**config.mk**
```make
export PLATFORM = sky130hd
export DESIGN_NAME = hep_ctrl
export DESIGN_NICKNAME = d
export VERILOG_FILES = /design/src/logic/hep_pkg.sv /design/src/logic/hep_ctrl.sv
export SDC_FILE = /design/constraint.sdc
export NUM_CORES = 1
export LEC_CHECK = 0
export ABC_CLOCK_PERIOD_IN_PS = 5900
export BUFFER_PORTS_ARGS = -buffer_cell sky130_fd_sc_hd__buf_2
export CAP_MARGIN = 0
export CORE_MARGIN = 4
export CORE_UTILIZATION = 59
export CTS_CLUSTER_DIAMETER = 120
export DETAILED_ROUTE_END_ITERATION = 7
export PLACE_DENSITY_LB_ADDON = 0.08
export SYNTH_ARGS = -nofsm -noshare
export SYNTH_HDL_FRONTEND = slang
export SYNTH_SLANG_ARGS = --single-unit
```
**constraint.sdc**
```tcl
create_clock -name clk_i -period 5.9 [get_ports clk_i]
set_input_delay 0.295 -clock clk_i [delete_from_list [all_inputs] [get_ports clk_i]]
set_output_delay 0.295 -clock clk_i [all_outputs]
set_load 0.005 [all_outputs]
```
**src/logic/hep_pkg.sv**
```systemverilog
// Functional notes
// - host mode: software forces endpoint toggle, 0 gives DATA0, 1 DATA1
// - endpoint zero toggle forcing ignores direction; one shared toggle
// - ping on: ping tokens in high-speed control data/status phases
// - ping enable exists only for control endpoint zero
// - separate low/full/high speed per IN and OUT half of each endpoint
// - status clear clears exactly the named bits, read-back layout
// - per endpoint direction hub word: address bits 0-6, port bits 8-14
// - hub word read-back follows the selected direction
// - hub word write also records downstream speed, optional low-speed
// - dual-role controller switches to host role when software commands it
// - fault input is active low or active high by configured polarity
// - on fault, power-enable pin: no action, float, drive low or drive high
// - manual mode: power pin to configured active level on enable request
// - session mode, dual-role only: active level while session requested
// - glitch filter on: short VBUS drops do not report a VBUS error
// - power disable request deasserts the power-enable pin
// - power enable request asserts the power-enable pin
// - software acknowledges read receive data; packet released only then
// - detection can be switched off; then no fault is seen or acted on
package hep_pkg;
  // register byte offsets
  localparam logic [7:0] OFF_MODE    = 8'h00;
  localparam logic [7:0] OFF_SEL     = 8'h04;
  localparam logic [7:0] OFF_TOGGLE  = 8'h08;
  localparam logic [7:0] OFF_PING    = 8'h0C;
  localparam logic [7:0] OFF_SPEED   = 8'h10;
  localparam logic [7:0] OFF_EPSTAT  = 8'h14;
  localparam logic [7:0] OFF_HUB     = 8'h18;
  localparam logic [7:0] OFF_DATAACK = 8'h1C;
  localparam logic [7:0] OFF_PWRCFG  = 8'h20;
  localparam logic [7:0] OFF_PWRCTL  = 8'h24;
  localparam logic [7:0] OFF_PWRSTAT = 8'h28;
  // field positions
  localparam int SEL_DIR_BIT   = 8;
  localparam int HUB_ADDR_LSB  = 0;
  localparam int HUB_PORT_LSB  = 8;
  localparam int HUB_LS_BIT    = 16;
  localparam int PWR_REQ_BIT   = 0;
  localparam int SESS_REQ_BIT  = 1;
  localparam int PST_FAULT_BIT = 0;
  localparam int PST_RAW_BIT   = 1;
  localparam int PST_VERR_BIT  = 2;
  localparam int STAT_W        = 8;
  // direction select
  localparam logic host_dir_out = 1'b0;
  localparam logic host_dir_in  = 1'b1;
  // speed codes
  localparam logic [1:0] endpoint_speed_full = 2'h0;
  localparam logic [1:0] endpoint_speed_low  = 2'h1;
  localparam logic [1:0] endpoint_speed_high = 2'h2;
  // fault action codes
  localparam logic [1:0] fault_action_none       = 2'h0;
  localparam logic [1:0] fault_action_float      = 2'h1;
  localparam logic [1:0] fault_action_drive_low  = 2'h2;
  localparam logic [1:0] fault_action_drive_high = 2'h3;
  // reset values
  localparam logic       PING_RST = 1'b1;
  localparam logic [6:0] PWRCFG_RST = 7'h00;
  // glitch filter time and rate
  localparam int VBUS_FILT_NS = 500;
  localparam int CLK_MHZ      = 40;
  localparam int VBUS_FILT_CYC = (VBUS_FILT_NS * CLK_MHZ + 999) / 1000;

  // power configuration word, bit 0 first from the bottom
  typedef struct packed {
    logic       fault_det_en;
    logic       vbus_glitch_filter_en;
    logic       session_mode;
    logic       level_high;
    logic [1:0] action;
    logic       fault_active_high;
  } hep_pwrcfg_s;

  // hub routing word as kept per endpoint direction
  typedef struct packed {
    logic       low_speed;
    logic [6:0] port;
    logic [6:0] addr;
  } hep_hub_s;
endpackage : hep_pkg

```
**src/logic/hep_ctrl.sv**
```systemverilog
`timescale 1ns/1ps
module hep_ctrl #(
  parameter int N_EP        = 8,
  parameter bit OTG_CAPABLE = 1'b1
) (
  input  wire logic                             clk_i,
  input  wire logic                             rst_i,
  input  wire logic                             psel_i,
  input  wire logic                             penable_i,
  input  wire logic                             pwrite_i,
  input  wire logic [7:0]                       paddr_i,
  input  wire logic [31:0]                      pwdata_i,
  output logic      [31:0]                      prdata_o,
  output logic                                  pready_o,
  output logic                                  pslverr_o,
  input  wire logic [1:0][N_EP-1:0][hep_pkg::STAT_W-1:0] ep_stat_set_i,
  output logic      [1:0][N_EP-1:0]             toggle_o,
  output logic      [1:0][N_EP-1:0][1:0]        speed_o,
  output logic      [1:0][N_EP-1:0][14:0]       hub_word_o,
  output logic                                  ep0_ping_en_o,
  output logic      [N_EP-1:0]                  rx_release_o,
  output logic                                  role_host_o,
  input  wire logic                             vbus_fault_in_i,
  input  wire logic                             vbus_low_i,
  output logic                                  vbus_power_en_out_o,
  output logic                                  vbus_power_en_out_oe_n_o
);
  localparam int EPW = (N_EP > 1) ? $clog2(N_EP) : 1;

  // refuse endpoint counts the select field cannot address
  if (N_EP < 2 || N_EP > 16) begin : g_bad_n_ep
    $error("hep_ctrl: N_EP must lie in 2..16");
  end

  function automatic logic hit(input logic [7:0] a, input logic [7:0] off);
    hit = (a == off);
  endfunction : hit

  logic                      host_mode;
  logic [EPW-1:0]            sel_ep;
  logic                      sel_dir;
  logic [1:0][N_EP-1:0]      tog;
  logic                      ping_en;
  logic [1:0][N_EP-1:0][1:0] spd;
  hep_pkg::hep_hub_s [1:0][N_EP-1:0] hub;
  logic [1:0][N_EP-1:0][hep_pkg::STAT_W-1:0] stat;
  logic [N_EP-1:0]           release_q;
  hep_pkg::hep_pwrcfg_s      pcfg;
  logic                      pwr_req;
  logic                      sess_req;
  logic                      fault_flag;
  logic                      verr_flag;
  logic [1:0]                flt_sync;
  logic [1:0]                vlow_sync;
  logic [7:0]                low_cnt;
  logic                      wr;
  logic                      setup;
  logic                      fault_now;
  logic                      pwr_on;
  logic [31:0]               next_rdata;
  logic                      next_err;

  // transfer phases; writes land at the access edge
  assign setup    = psel_i & ~penable_i;
  assign wr       = psel_i & penable_i & pwrite_i;
  assign pready_o = 1'b1;

  // role select
  always_ff @(posedge clk_i) begin
    if (rst_i) begin
      host_mode <= ~OTG_CAPABLE;
    end else if (wr && hit(paddr_i, hep_pkg::OFF_MODE) && OTG_CAPABLE) begin
      host_mode <= pwdata_i[0];
    end
  end
  assign role_host_o = host_mode;

  // endpoint and direction select
  always_ff @(posedge clk_i) begin
    if (rst_i) begin
      sel_ep  <= '0;
      sel_dir <= hep_pkg::host_dir_out;
    end else if (wr && hit(paddr_i, hep_pkg::OFF_SEL)) begin
      sel_ep  <= pwdata_i[EPW-1:0];
      sel_dir <= pwdata_i[hep_pkg::SEL_DIR_BIT];
    end
  end

  // forced data toggle; endpoint zero shares one toggle
  always_ff @(posedge clk_i) begin
    if (rst_i) begin
      tog <= '0;
    end else if (wr && hit(paddr_i, hep_pkg::OFF_TOGGLE) && host_mode) begin
      if (sel_ep == '0) begin
        tog[0][0] <= pwdata_i[0];
        tog[1][0] <= pwdata_i[0];
      end else begin
        tog[sel_dir][sel_ep] <= pwdata_i[0];
      end
    end
  end
  assign toggle_o = tog;

  // ping enable, endpoint zero only
  always_ff @(posedge clk_i) begin
    if (rst_i) begin
      ping_en <= hep_pkg::PING_RST;
    end else if (wr && hit(paddr_i, hep_pkg::OFF_PING) && host_mode) begin
      ping_en <= pwdata_i[0];
    end
  end
  assign ep0_ping_en_o = ping_en;

  // speed and hub routing per endpoint direction
  always_ff @(posedge clk_i) begin
    if (rst_i) begin
      spd <= '0;
      hub <= '0;
    end else if (wr && host_mode) begin
      if (hit(paddr_i, hep_pkg::OFF_SPEED)) begin
        spd[sel_dir][sel_ep] <= pwdata_i[1:0];
      end else if (hit(paddr_i, hep_pkg::OFF_HUB)) begin
        hub[sel_dir][sel_ep].addr <= pwdata_i[hep_pkg::HUB_ADDR_LSB+:7];
        hub[sel_dir][sel_ep].port <= pwdata_i[hep_pkg::HUB_PORT_LSB+:7];
        hub[sel_dir][sel_ep].low_speed <= pwdata_i[hep_pkg::HUB_LS_BIT];
        spd[sel_dir][sel_ep] <= pwdata_i[hep_pkg::HUB_LS_BIT] ?
          hep_pkg::endpoint_speed_low : hep_pkg::endpoint_speed_full;
      end
    end
  end
  assign speed_o = spd;

  // hub words to the transaction engine
  for (genvar d = 0; d < 2; d++) begin : g_dir
    for (genvar e = 0; e < N_EP; e++) begin : g_ep
      assign hub_word_o[d][e] = {hub[d][e].port, 1'b0, hub[d][e].addr};
    end
  end

  // endpoint status: hardware sets, write-one clears, set wins
  always_ff @(posedge clk_i) begin
    if (rst_i) begin
      stat <= '0;
    end else begin
      for (int d = 0; d < 2; d++) begin
        for (int e = 0; e < N_EP; e++) begin
          if (wr && hit(paddr_i, hep_pkg::OFF_EPSTAT) && host_mode &&
              d == int'(sel_dir) && e == int'(sel_ep)) begin
            stat[d][e] <= (stat[d][e] &
              ~pwdata_i[hep_pkg::STAT_W-1:0]) | ep_stat_set_i[d][e];
          end else begin
            stat[d][e] <= stat[d][e] | ep_stat_set_i[d][e];
          end
        end
      end
    end
  end

  // receive packet release pulse, only on software acknowledge
  always_ff @(posedge clk_i) begin
    if (rst_i) begin
      release_q <= '0;
    end else begin
      release_q <= '0;
      if (wr && hit(paddr_i, hep_pkg::OFF_DATAACK) && host_mode) begin
        release_q[sel_ep] <= 1'b1;
      end
    end
  end
  assign rx_release_o = release_q;

  // power configuration and requests
  always_ff @(posedge clk_i) begin
    if (rst_i) begin
      pcfg     <= hep_pkg::PWRCFG_RST;
      pwr_req  <= 1'b0;
      sess_req <= 1'b0;
    end else if (wr && hit(paddr_i, hep_pkg::OFF_PWRCFG)) begin
      pcfg <= pwdata_i[6:0];
    end else if (wr && hit(paddr_i, hep_pkg::OFF_PWRCTL)) begin
      pwr_req  <= pwdata_i[hep_pkg::PWR_REQ_BIT];
      sess_req <= pwdata_i[hep_pkg::SESS_REQ_BIT];
    end
  end

  // pin synchronisers
  always_ff @(posedge clk_i) begin
    if (rst_i) begin
      flt_sync  <= '0;
      vlow_sync <= '0;
    end else begin
      flt_sync  <= {flt_sync[0], vbus_fault_in_i};
      vlow_sync <= {vlow_sync[0], vbus_low_i};
    end
  end

  // fault qualified by polarity and detection enable
  assign fault_now = pcfg.fault_det_en &
    (flt_sync[1] ~^ pcfg.fault_active_high);

  // sticky fault flag, set wins over clear
  always_ff @(posedge clk_i) begin
    if (rst_i) begin
      fault_flag <= 1'b0;
    end else if (fault_now) begin
      fault_flag <= 1'b1;
    end else if (wr && hit(paddr_i, hep_pkg::OFF_PWRSTAT) &&
                 pwdata_i[hep_pkg::PST_FAULT_BIT]) begin
      fault_flag <= 1'b0;
    end
  end

  // vbus drop timer; filter ignores drops shorter than the window
  always_ff @(posedge clk_i) begin
    if (rst_i) begin
      low_cnt   <= '0;
      verr_flag <= 1'b0;
    end else begin
      low_cnt <= vlow_sync[1] ? ((low_cnt == 8'hFF) ? low_cnt :
                 low_cnt + 8'h01) : 8'h00;
      if (vlow_sync[1] && (!pcfg.vbus_glitch_filter_en ||
          low_cnt >= 8'(hep_pkg::VBUS_FILT_CYC - 1))) begin
        verr_flag <= 1'b1;
      end else if (wr && hit(paddr_i, hep_pkg::OFF_PWRSTAT) &&
                   pwdata_i[hep_pkg::PST_VERR_BIT]) begin
        verr_flag <= 1'b0;
      end
    end
  end

  // manual request or session request in dual-role builds
  assign pwr_on = (pcfg.session_mode && OTG_CAPABLE) ? sess_req :
                  pwr_req;

  // power-enable pin, fault action overrides while flag stands
  always_ff @(posedge clk_i) begin
    if (rst_i) begin
      vbus_power_en_out_o      <= 1'b0;
      vbus_power_en_out_oe_n_o <= 1'b0;
    end else if (fault_flag && pcfg.fault_det_en &&
                 pcfg.action != hep_pkg::fault_action_none) begin
      unique case (pcfg.action)
        hep_pkg::fault_action_float: begin
          vbus_power_en_out_o      <= 1'b0;
          vbus_power_en_out_oe_n_o <= 1'b1;
        end
        hep_pkg::fault_action_drive_low: begin
          vbus_power_en_out_o      <= 1'b0;
          vbus_power_en_out_oe_n_o <= 1'b0;
        end
        default: begin
          vbus_power_en_out_o      <= 1'b1;
          vbus_power_en_out_oe_n_o <= 1'b0;
        end
      endcase
    end else begin
      vbus_power_en_out_o      <= pwr_on ~^ pcfg.level_high;
      vbus_power_en_out_oe_n_o <= 1'b0;
    end
  end

  // read-back mux, sampled in the setup cycle
  always_comb begin
    next_rdata = '0;
    next_err   = 1'b0;
    unique case (paddr_i)
      hep_pkg::OFF_MODE:    next_rdata[1:0] = {OTG_CAPABLE, host_mode};
      hep_pkg::OFF_SEL: begin
        next_rdata[EPW-1:0] = sel_ep;
        next_rdata[hep_pkg::SEL_DIR_BIT] = sel_dir;
      end
      hep_pkg::OFF_TOGGLE:  next_rdata[0] = tog[sel_dir][sel_ep];
      hep_pkg::OFF_PING:    next_rdata[0] = ping_en;
      hep_pkg::OFF_SPEED:   next_rdata[1:0] = spd[sel_dir][sel_ep];
      hep_pkg::OFF_EPSTAT:
        next_rdata[hep_pkg::STAT_W-1:0] = stat[sel_dir][sel_ep];
      hep_pkg::OFF_HUB: begin
        next_rdata[14:0] = hub_word_o[sel_dir][sel_ep];
        next_rdata[hep_pkg::HUB_LS_BIT] = hub[sel_dir][sel_ep].low_speed;
      end
      hep_pkg::OFF_DATAACK: next_rdata = '0;
      hep_pkg::OFF_PWRCFG:  next_rdata[6:0] = pcfg;
      hep_pkg::OFF_PWRCTL:  next_rdata[1:0] = {sess_req, pwr_req};
      hep_pkg::OFF_PWRSTAT: next_rdata[2:0] =
        {verr_flag, flt_sync[1], fault_flag};
      default:              next_err = 1'b1;
    endcase
  end

  // answer registers, valid in the access cycle
  always_ff @(posedge clk_i) begin
    if (rst_i) begin
      prdata_o  <= '0;
      pslverr_o <= 1'b0;
    end else if (setup) begin
      prdata_o  <= pwrite_i ? 32'h0000_0000 : next_rdata;
      pslverr_o <= next_err;
    end
  end
endmodule : hep_ctrl

```
; ---- After elaboration in Yosys (flattened, before gate mapping)
; Cells that the tools add are included.
[op_classes]
bitwise = 63
addsub = 1
n_reduce_logical = 57
muxes = 85
order_cmp = 5
eq_ne = 20
[ops]
columns = op, n
row1 = $mux 120, 7
row2 = $bwmux 240, 3
row3 = $demux 120 s1, 3
row4 = $or 8x8->8, 32
row5 = $mux 8, 20
row6 = $demux 15 s3, 3
row7 = $and 8x8->8, 16
row8 = $mux 64, 2
row9 = $bmux 15 s3, 2
row10 = $bwmux 32, 2
row11 = $mux 32, 2
row12 = $mux 16, 3
row13 = $mux 15, 3
row14 = $logic_and 1x1->1, 39
row15 = $eq 8x5->1 const B, 4
row16 = $bmux 8 s3, 1
row17 = $eq 8x6->1 const B, 3
row18 = $mux 17, 1
row19 = $bwmux 16, 1
row20 = $demux 16 s1, 1
row21 = $eq 8x4->1 const B, 2
row22 = $mux 1, 15
row23 = $mux 14, 1
row24 = $eq 3x3->1 const A, 4
row25 = 38 further kinds, 61
[word_totals]
out_inout_bits = 334
register_bits = 488
wordCells = 337

; ---- Longest topological paths before layout
[depth]
word_depth = 9
depth_mapped = 10
ltp_nobuf = 6

; ---- Worst setup path before layout
; No wires, ideal clock.
[synth_path]
path_type = reg-to-reg
start = register sel_ep[0]
end = register prdata_o[4]
slack_ps = 3602
stages_incl_launch_ff = 9
arrival_ps = 2178
t_required_ps = 5780
path_cell_list = dfxtp_1 > buf_2 > buf_6 > buf_2 > clkbuf_1 > mux4_2 > mux4_2 > a22oi_1 > nand2_1
[synth_between]
elab_chain_len = 4
word_cells_on_any_way = 6
classes_between = 6 x mux
[synth_rtl]
columns = item, line_no
row1 = "start, declared", hep_ctrl.sv:40  ; logic [EPW-1:0] sel_ep;
row2 = "start signal, assigned", hep_ctrl.sv:84  ; sel_ep <= pwdata_i[EPW-1:0];
row3 = $bmux 15 s3 / $bmux 8 s3 (equally long branches), "hep_ctrl.sv:278, hep_ctrl.sv:276"
row4 = $mux 15 (not written as such) / $mux 8 (equally long branches), "hep_ctrl.sv:278, hep_ctrl.sv:276"
row5 = $pmux 4 s3 *, hep_ctrl.sv:266  ; unique case (paddr_i)
row6 = $mux 17 *, hep_ctrl.sv:296  ; prdata_o <= pwrite_i ? 32'h0000_0000 : next_rdata;
row7 = "end signal, assigned", hep_ctrl.sv:296
row8 = "end, declared", hep_ctrl.sv:13  ; output logic [31:0] prdata_o,
; Every way passes the cells marked *; elsewhere a longest branch is shown, timed or not. The select of a mux whose other input is x is not followed.
; A chain may end at the register's enable or synchronous reset.

; ---- Worst setup path in the final report
[layout_path]
start = register sel_dir
end = register stat[69] (netlist bit)
[layout_between]
elab_chain_len = 3
[layout_rtl]
columns = item, line_no
row1 = "start, declared", hep_ctrl.sv:41  ; logic sel_dir;
row2 = "start signal, assigned", hep_ctrl.sv:82  ; sel_dir <= hep_pkg::host_dir_out;
row3 = "start signal, assigned", hep_ctrl.sv:85  ; sel_dir <= pwdata_i[hep_pkg::SEL_DIR_BIT];
row4 = $logic_and 1x1->1, hep_ctrl.sv:147  ; if (wr && hit(paddr_i, hep_pkg::OFF_EPSTAT) && host_mode &&
row5 = $logic_and 1x1->1, hep_ctrl.sv:148  ; d == int'(sel_dir) && e == int'(sel_ep)) begin
row6 = $mux 8, hep_ctrl.sv:147
row7 = "end signal, assigned by index", hep_ctrl.sv:149  ; stat[d][e] <= (stat[d][e] &
row8 = "end signal, assigned by index", hep_ctrl.sv:152  ; stat[d][e] <= stat[d][e] | ep_stat_set_i[d][e];
row9 = "end, declared", hep_ctrl.sv:46  ; logic [1:0][N_EP-1:0][hep_pkg::STAT_W-1:0] stat;
; Every way passes these cells.

==> metrics.md <==
| Metric | Value |
|---|---|
| Vias in the first global route | `19787` |
| First-pass GRT wire length | `approximately 120000 µm` |
| Compound-Gate Fraction of Synth Area | `between 10 and 15%` |
| Top-level I/O count | `slightly above 500` |
| WL/cell | `23.6 µm` |
| R2R Setup Slk | `roughly 2.4 ns` |
| Post-synthesis cell count | `approximately 2600` |
| Worst r2r src | `sel_dir$_SDFFE_PP0P_` |
| Max-cap check violation count | `0` |
| Leakage power | `between 10 and 15 nW` |
| Total wire length | `between 80000 and 90000 µm` |
| Dpl hpwl | `about 53000 µm` |
| Global route overflow | `0` |
| Die Y-Extent | `approximately 200 µm` |
| Ys async rst share | `0%` |
| Worst vdd ir | `around 250 µV` |
| Post-cts resize count | `0` |
| Final hold violations | `0` |
| Sink Count | `approximately 470` |
| Clock-pin transition on the worst setup and hold timing paths | `0.06 ns` |
| HP Start | `paddr_i[5]` |
| Critical path peak fanout | `between 40 and 50` |
| Power Dens Cells | `262 nW/µm²` |
| Hold path cells | `3` |
| Layout cell share with drive strength beyond 1 | `24.6%` |
| IO buf count | `459` |
| Mux contribution to synthesized area | `approximately 16%` |
| Total track usage | `between 30% and 40%` |
| Post-synth top area share | `~41%` |
| Total Nets Final | `between 3000 and 4000` |
| Ys flop type | `dfxtp_1` |
| Synth Cell Area | `about 23000 µm²` |
| Setup TNS | `0 ns` |
| Adder-cell area share of the yosys netlist | `0.164%` |
| Pre-antenna DRT Iters | `6` |
| Yosys top cell by area | `dfxtp_1` |
| Largest family of logic cells by synthesized area | `simple AND/OR/NAND/NOR gates` |
| Post-CTS Setup Repair Bufs | `0` |
| Die width | `between 200 and 250 µm` |
| R2r worst-path depth | `6` |
| CTS max path bufs | `3` |
| Tot Pwr | `about 0.0069 W` |
| Row cnt | `a little over 70` |
| Number of fill cells | `approximately 3000` |
| Syn_area_per_cell | `8.72 µm²` |
| Hold Slack | `0.0860 ns` |
| Seq/Total Area, Yosys | `~41%` |
| R2R Path End | `stat[69]$_SDFF_PP0_` |
| Cts hold-fix bufs | `130` |
| Core footprint | `approximately 38000 µm²` |
| RSZ-0062 raised after global routing | `false` |
| CP endpoint kind | `flop` |
| Count of final setup violators | `0` |
| Initial antenna violation count | `6` |
| Slew Limit Fails | `0` |
| TritonCTS clock tree | `yes` |
| Min Clock Period, post-route | `about 3.5 ns` |
| H-tree depth | `2` |
| Num CTS Buffers | `50` |
| Max_slew headroom | `roughly 17%` |
| Initial core utilization | `60.3%` |
| Top cells by count, synth | `nand2_1 (549), dfxtp_1 (472), a21oi_1 (346), nor2_1 (276), buf_4 (270)` |
| Gpl congestion | `between 0.9 and 1` |
| Synth top area cells | `dfxtp_1 (41%), mux4_2 (9.6%), nand2_1 (9.0%)` |
| Least-Margin Pin Slew | `1.24 ns` |
| Clock Tree Root | `clkbuf_16` |
| Synth unique cells | `66` |
| CP Launch Type | `flop` |
| #FFs+latches synth | `between 400 and 500` |
| Kind of critical path | `flop to flop` |
| Residual DRC | `0` |
| Status | `finished clean` |
| Part of the cycle the worst path needs | `59.1%` |
| Met2 WL | `~37000 µm` |
| Drt initial violations | `approximately 2000` |
| FMAX | `0.287 GHz` |
| Via density | `5.97` |
| Number of synthesized flops with an enable pin | `0` |
| Post-DRT Antenna Nets | `0` |
| Hold endpoint | `pslverr_o$_SDFFE_PP0P_` |
| DR vias | `around 20000` |
| Most common cell in the synthesized netlist | `nand2_1` |
| Largest net degree at the start of global routing | `approximately 130` |
| WP data required | `6.35 ns` |
| Met3 wire length | `8260 µm` |
| Hold Path Class | `input pin to flop` |
| Die area | `about 42000 µm²` |
| Worst path arrival time | `about 3.9 ns` |
| Highest Signal Layer | `met4` |
| Clock Latency Late Sink | `roughly 0.60 ns` |
| Final Core Density | `69.3%` |
| Simple-gate share of the synthesized area | `about 20%` |
| Area grow syn2layout | `14.9%` |
| XOR/XNOR Fraction of Synth Area | `less than 1%` |
| Synthesis Warnings | `0` |
| Setup Skew | `approximately 0.019 ns` |
| DRT met1 WL | `between 20000 and 30000 µm` |
==> kinds of logic after synthesis <==
kind of cell    Yosys count
compound gates          428
xor+xnor                  5
fa+ha+maj                 3
buf+inv                 467
flops                   472
mux                     244
other cells               2
simple gates           1001
==> flip-flops by register name (all words and copies together), names as in the netlist, 2 cells and up <==
| register | flops |
|---|---|
| vlow_sync | 2 |
| toggle_o | 16 |
| prdata_o | 16 |
| stat | 128 |
| speed_o | 32 |
| pcfg | 7 |
| hub | 16 |
| flt_sync | 2 |
| rx_release_o | 8 |
| hub_word_o | 224 |
| low_cnt | 8 |
| sel_ep | 3 |
==> power by group <==
group          switching, W  total, W  internal, W
logic              0.000227  0.000391     0.000164
clock network       0.00132   0.00320      0.00188
registers         0.0000378   0.00329      0.00325
==> metal layers <==
layer	up-vias	GRT usage, %
li1	9125	-
met1	9679	46.7
met2	1266	59.4
met3	302	7.95
met4	0	19.5
met5	-	0
==> worst max-delay path by stage <==
stage                      startpoint                  endpoint  slack [ns]  cells past startpoint
2_1_floorplan  sel_ep[0]$_SDFFE_PP0P_  prdata_o[4]$_SDFFE_PP0P_        3.60                      8
3_3_place_gp     sel_dir$_SDFFE_PP0P_  prdata_o[8]$_SDFFE_PP0P_        2.51                      5
3_5_place_dp     sel_dir$_SDFFE_PP0P_  prdata_o[8]$_SDFFE_PP0P_        2.47                      5
4_1_cts          sel_dir$_SDFFE_PP0P_  prdata_o[8]$_SDFFE_PP0P_        2.47                      5
5_1_grt          sel_dir$_SDFFE_PP0P_       stat[69]$_SDFF_PP0_        2.30                      6
6_report         sel_dir$_SDFFE_PP0P_       stat[69]$_SDFF_PP0_        2.41                      6
==> final cells by class <==
type	instances	area, µm²	share of cell area [%]
multi-input cells	1714	10700	40.7
flip-flops and latches	472	9460	36.0
repair buffers	611	3790	14.4
clock buffers	74	1500	5.69
well taps	511	639	2.43
clock inverters	17	169	0.643
inverters	6	22.5	0.0857
diodes	7	17.5	0.0666
==> through the flow <==
step	cells	area, µm²	setup slack (ns)
finish	3412	26300	2.41
CTS	3405	26300	2.47
floorplan	2653	23000	3.60
detailed placement	3184	23300	2.47
global route	3410	26300	2.30
global placement	3184	23300	2.51
==> critical path, stage by stage, from the launching register on <==
cell	delay, ns
dfxtp_4	0.87
buf_4	0.61
or4b_2	0.71
nor4_4	0.59
nand2_1	0.21
a21oi_1	0.26
nor2_1	0.06
==> layout by cell type, fill, tap and decap left out, drive strengths merged, types with 8 or more instances in the layout <==
cell type	netlist	routed
nor3	25	25
nand2b	9	9
clkinv	0	11
o221ai	15	15
dfxtp	472	472
a21oi	346	346
mux4	97	97
nand3	27	27
mux2i	139	139
buf	350	481
a211oi	15	15
nand2	549	549
nor4b	9	9
nand4	8	8
a22oi	11	11
dlygate4sd3	0	130
conb	2	33
o21ai	12	12
and4	11	11
clkbuf	111	74
nor2	294	294
nor4	18	18
or3	13	13
mux2	8	8
Power figures use the tool's default switching activity.
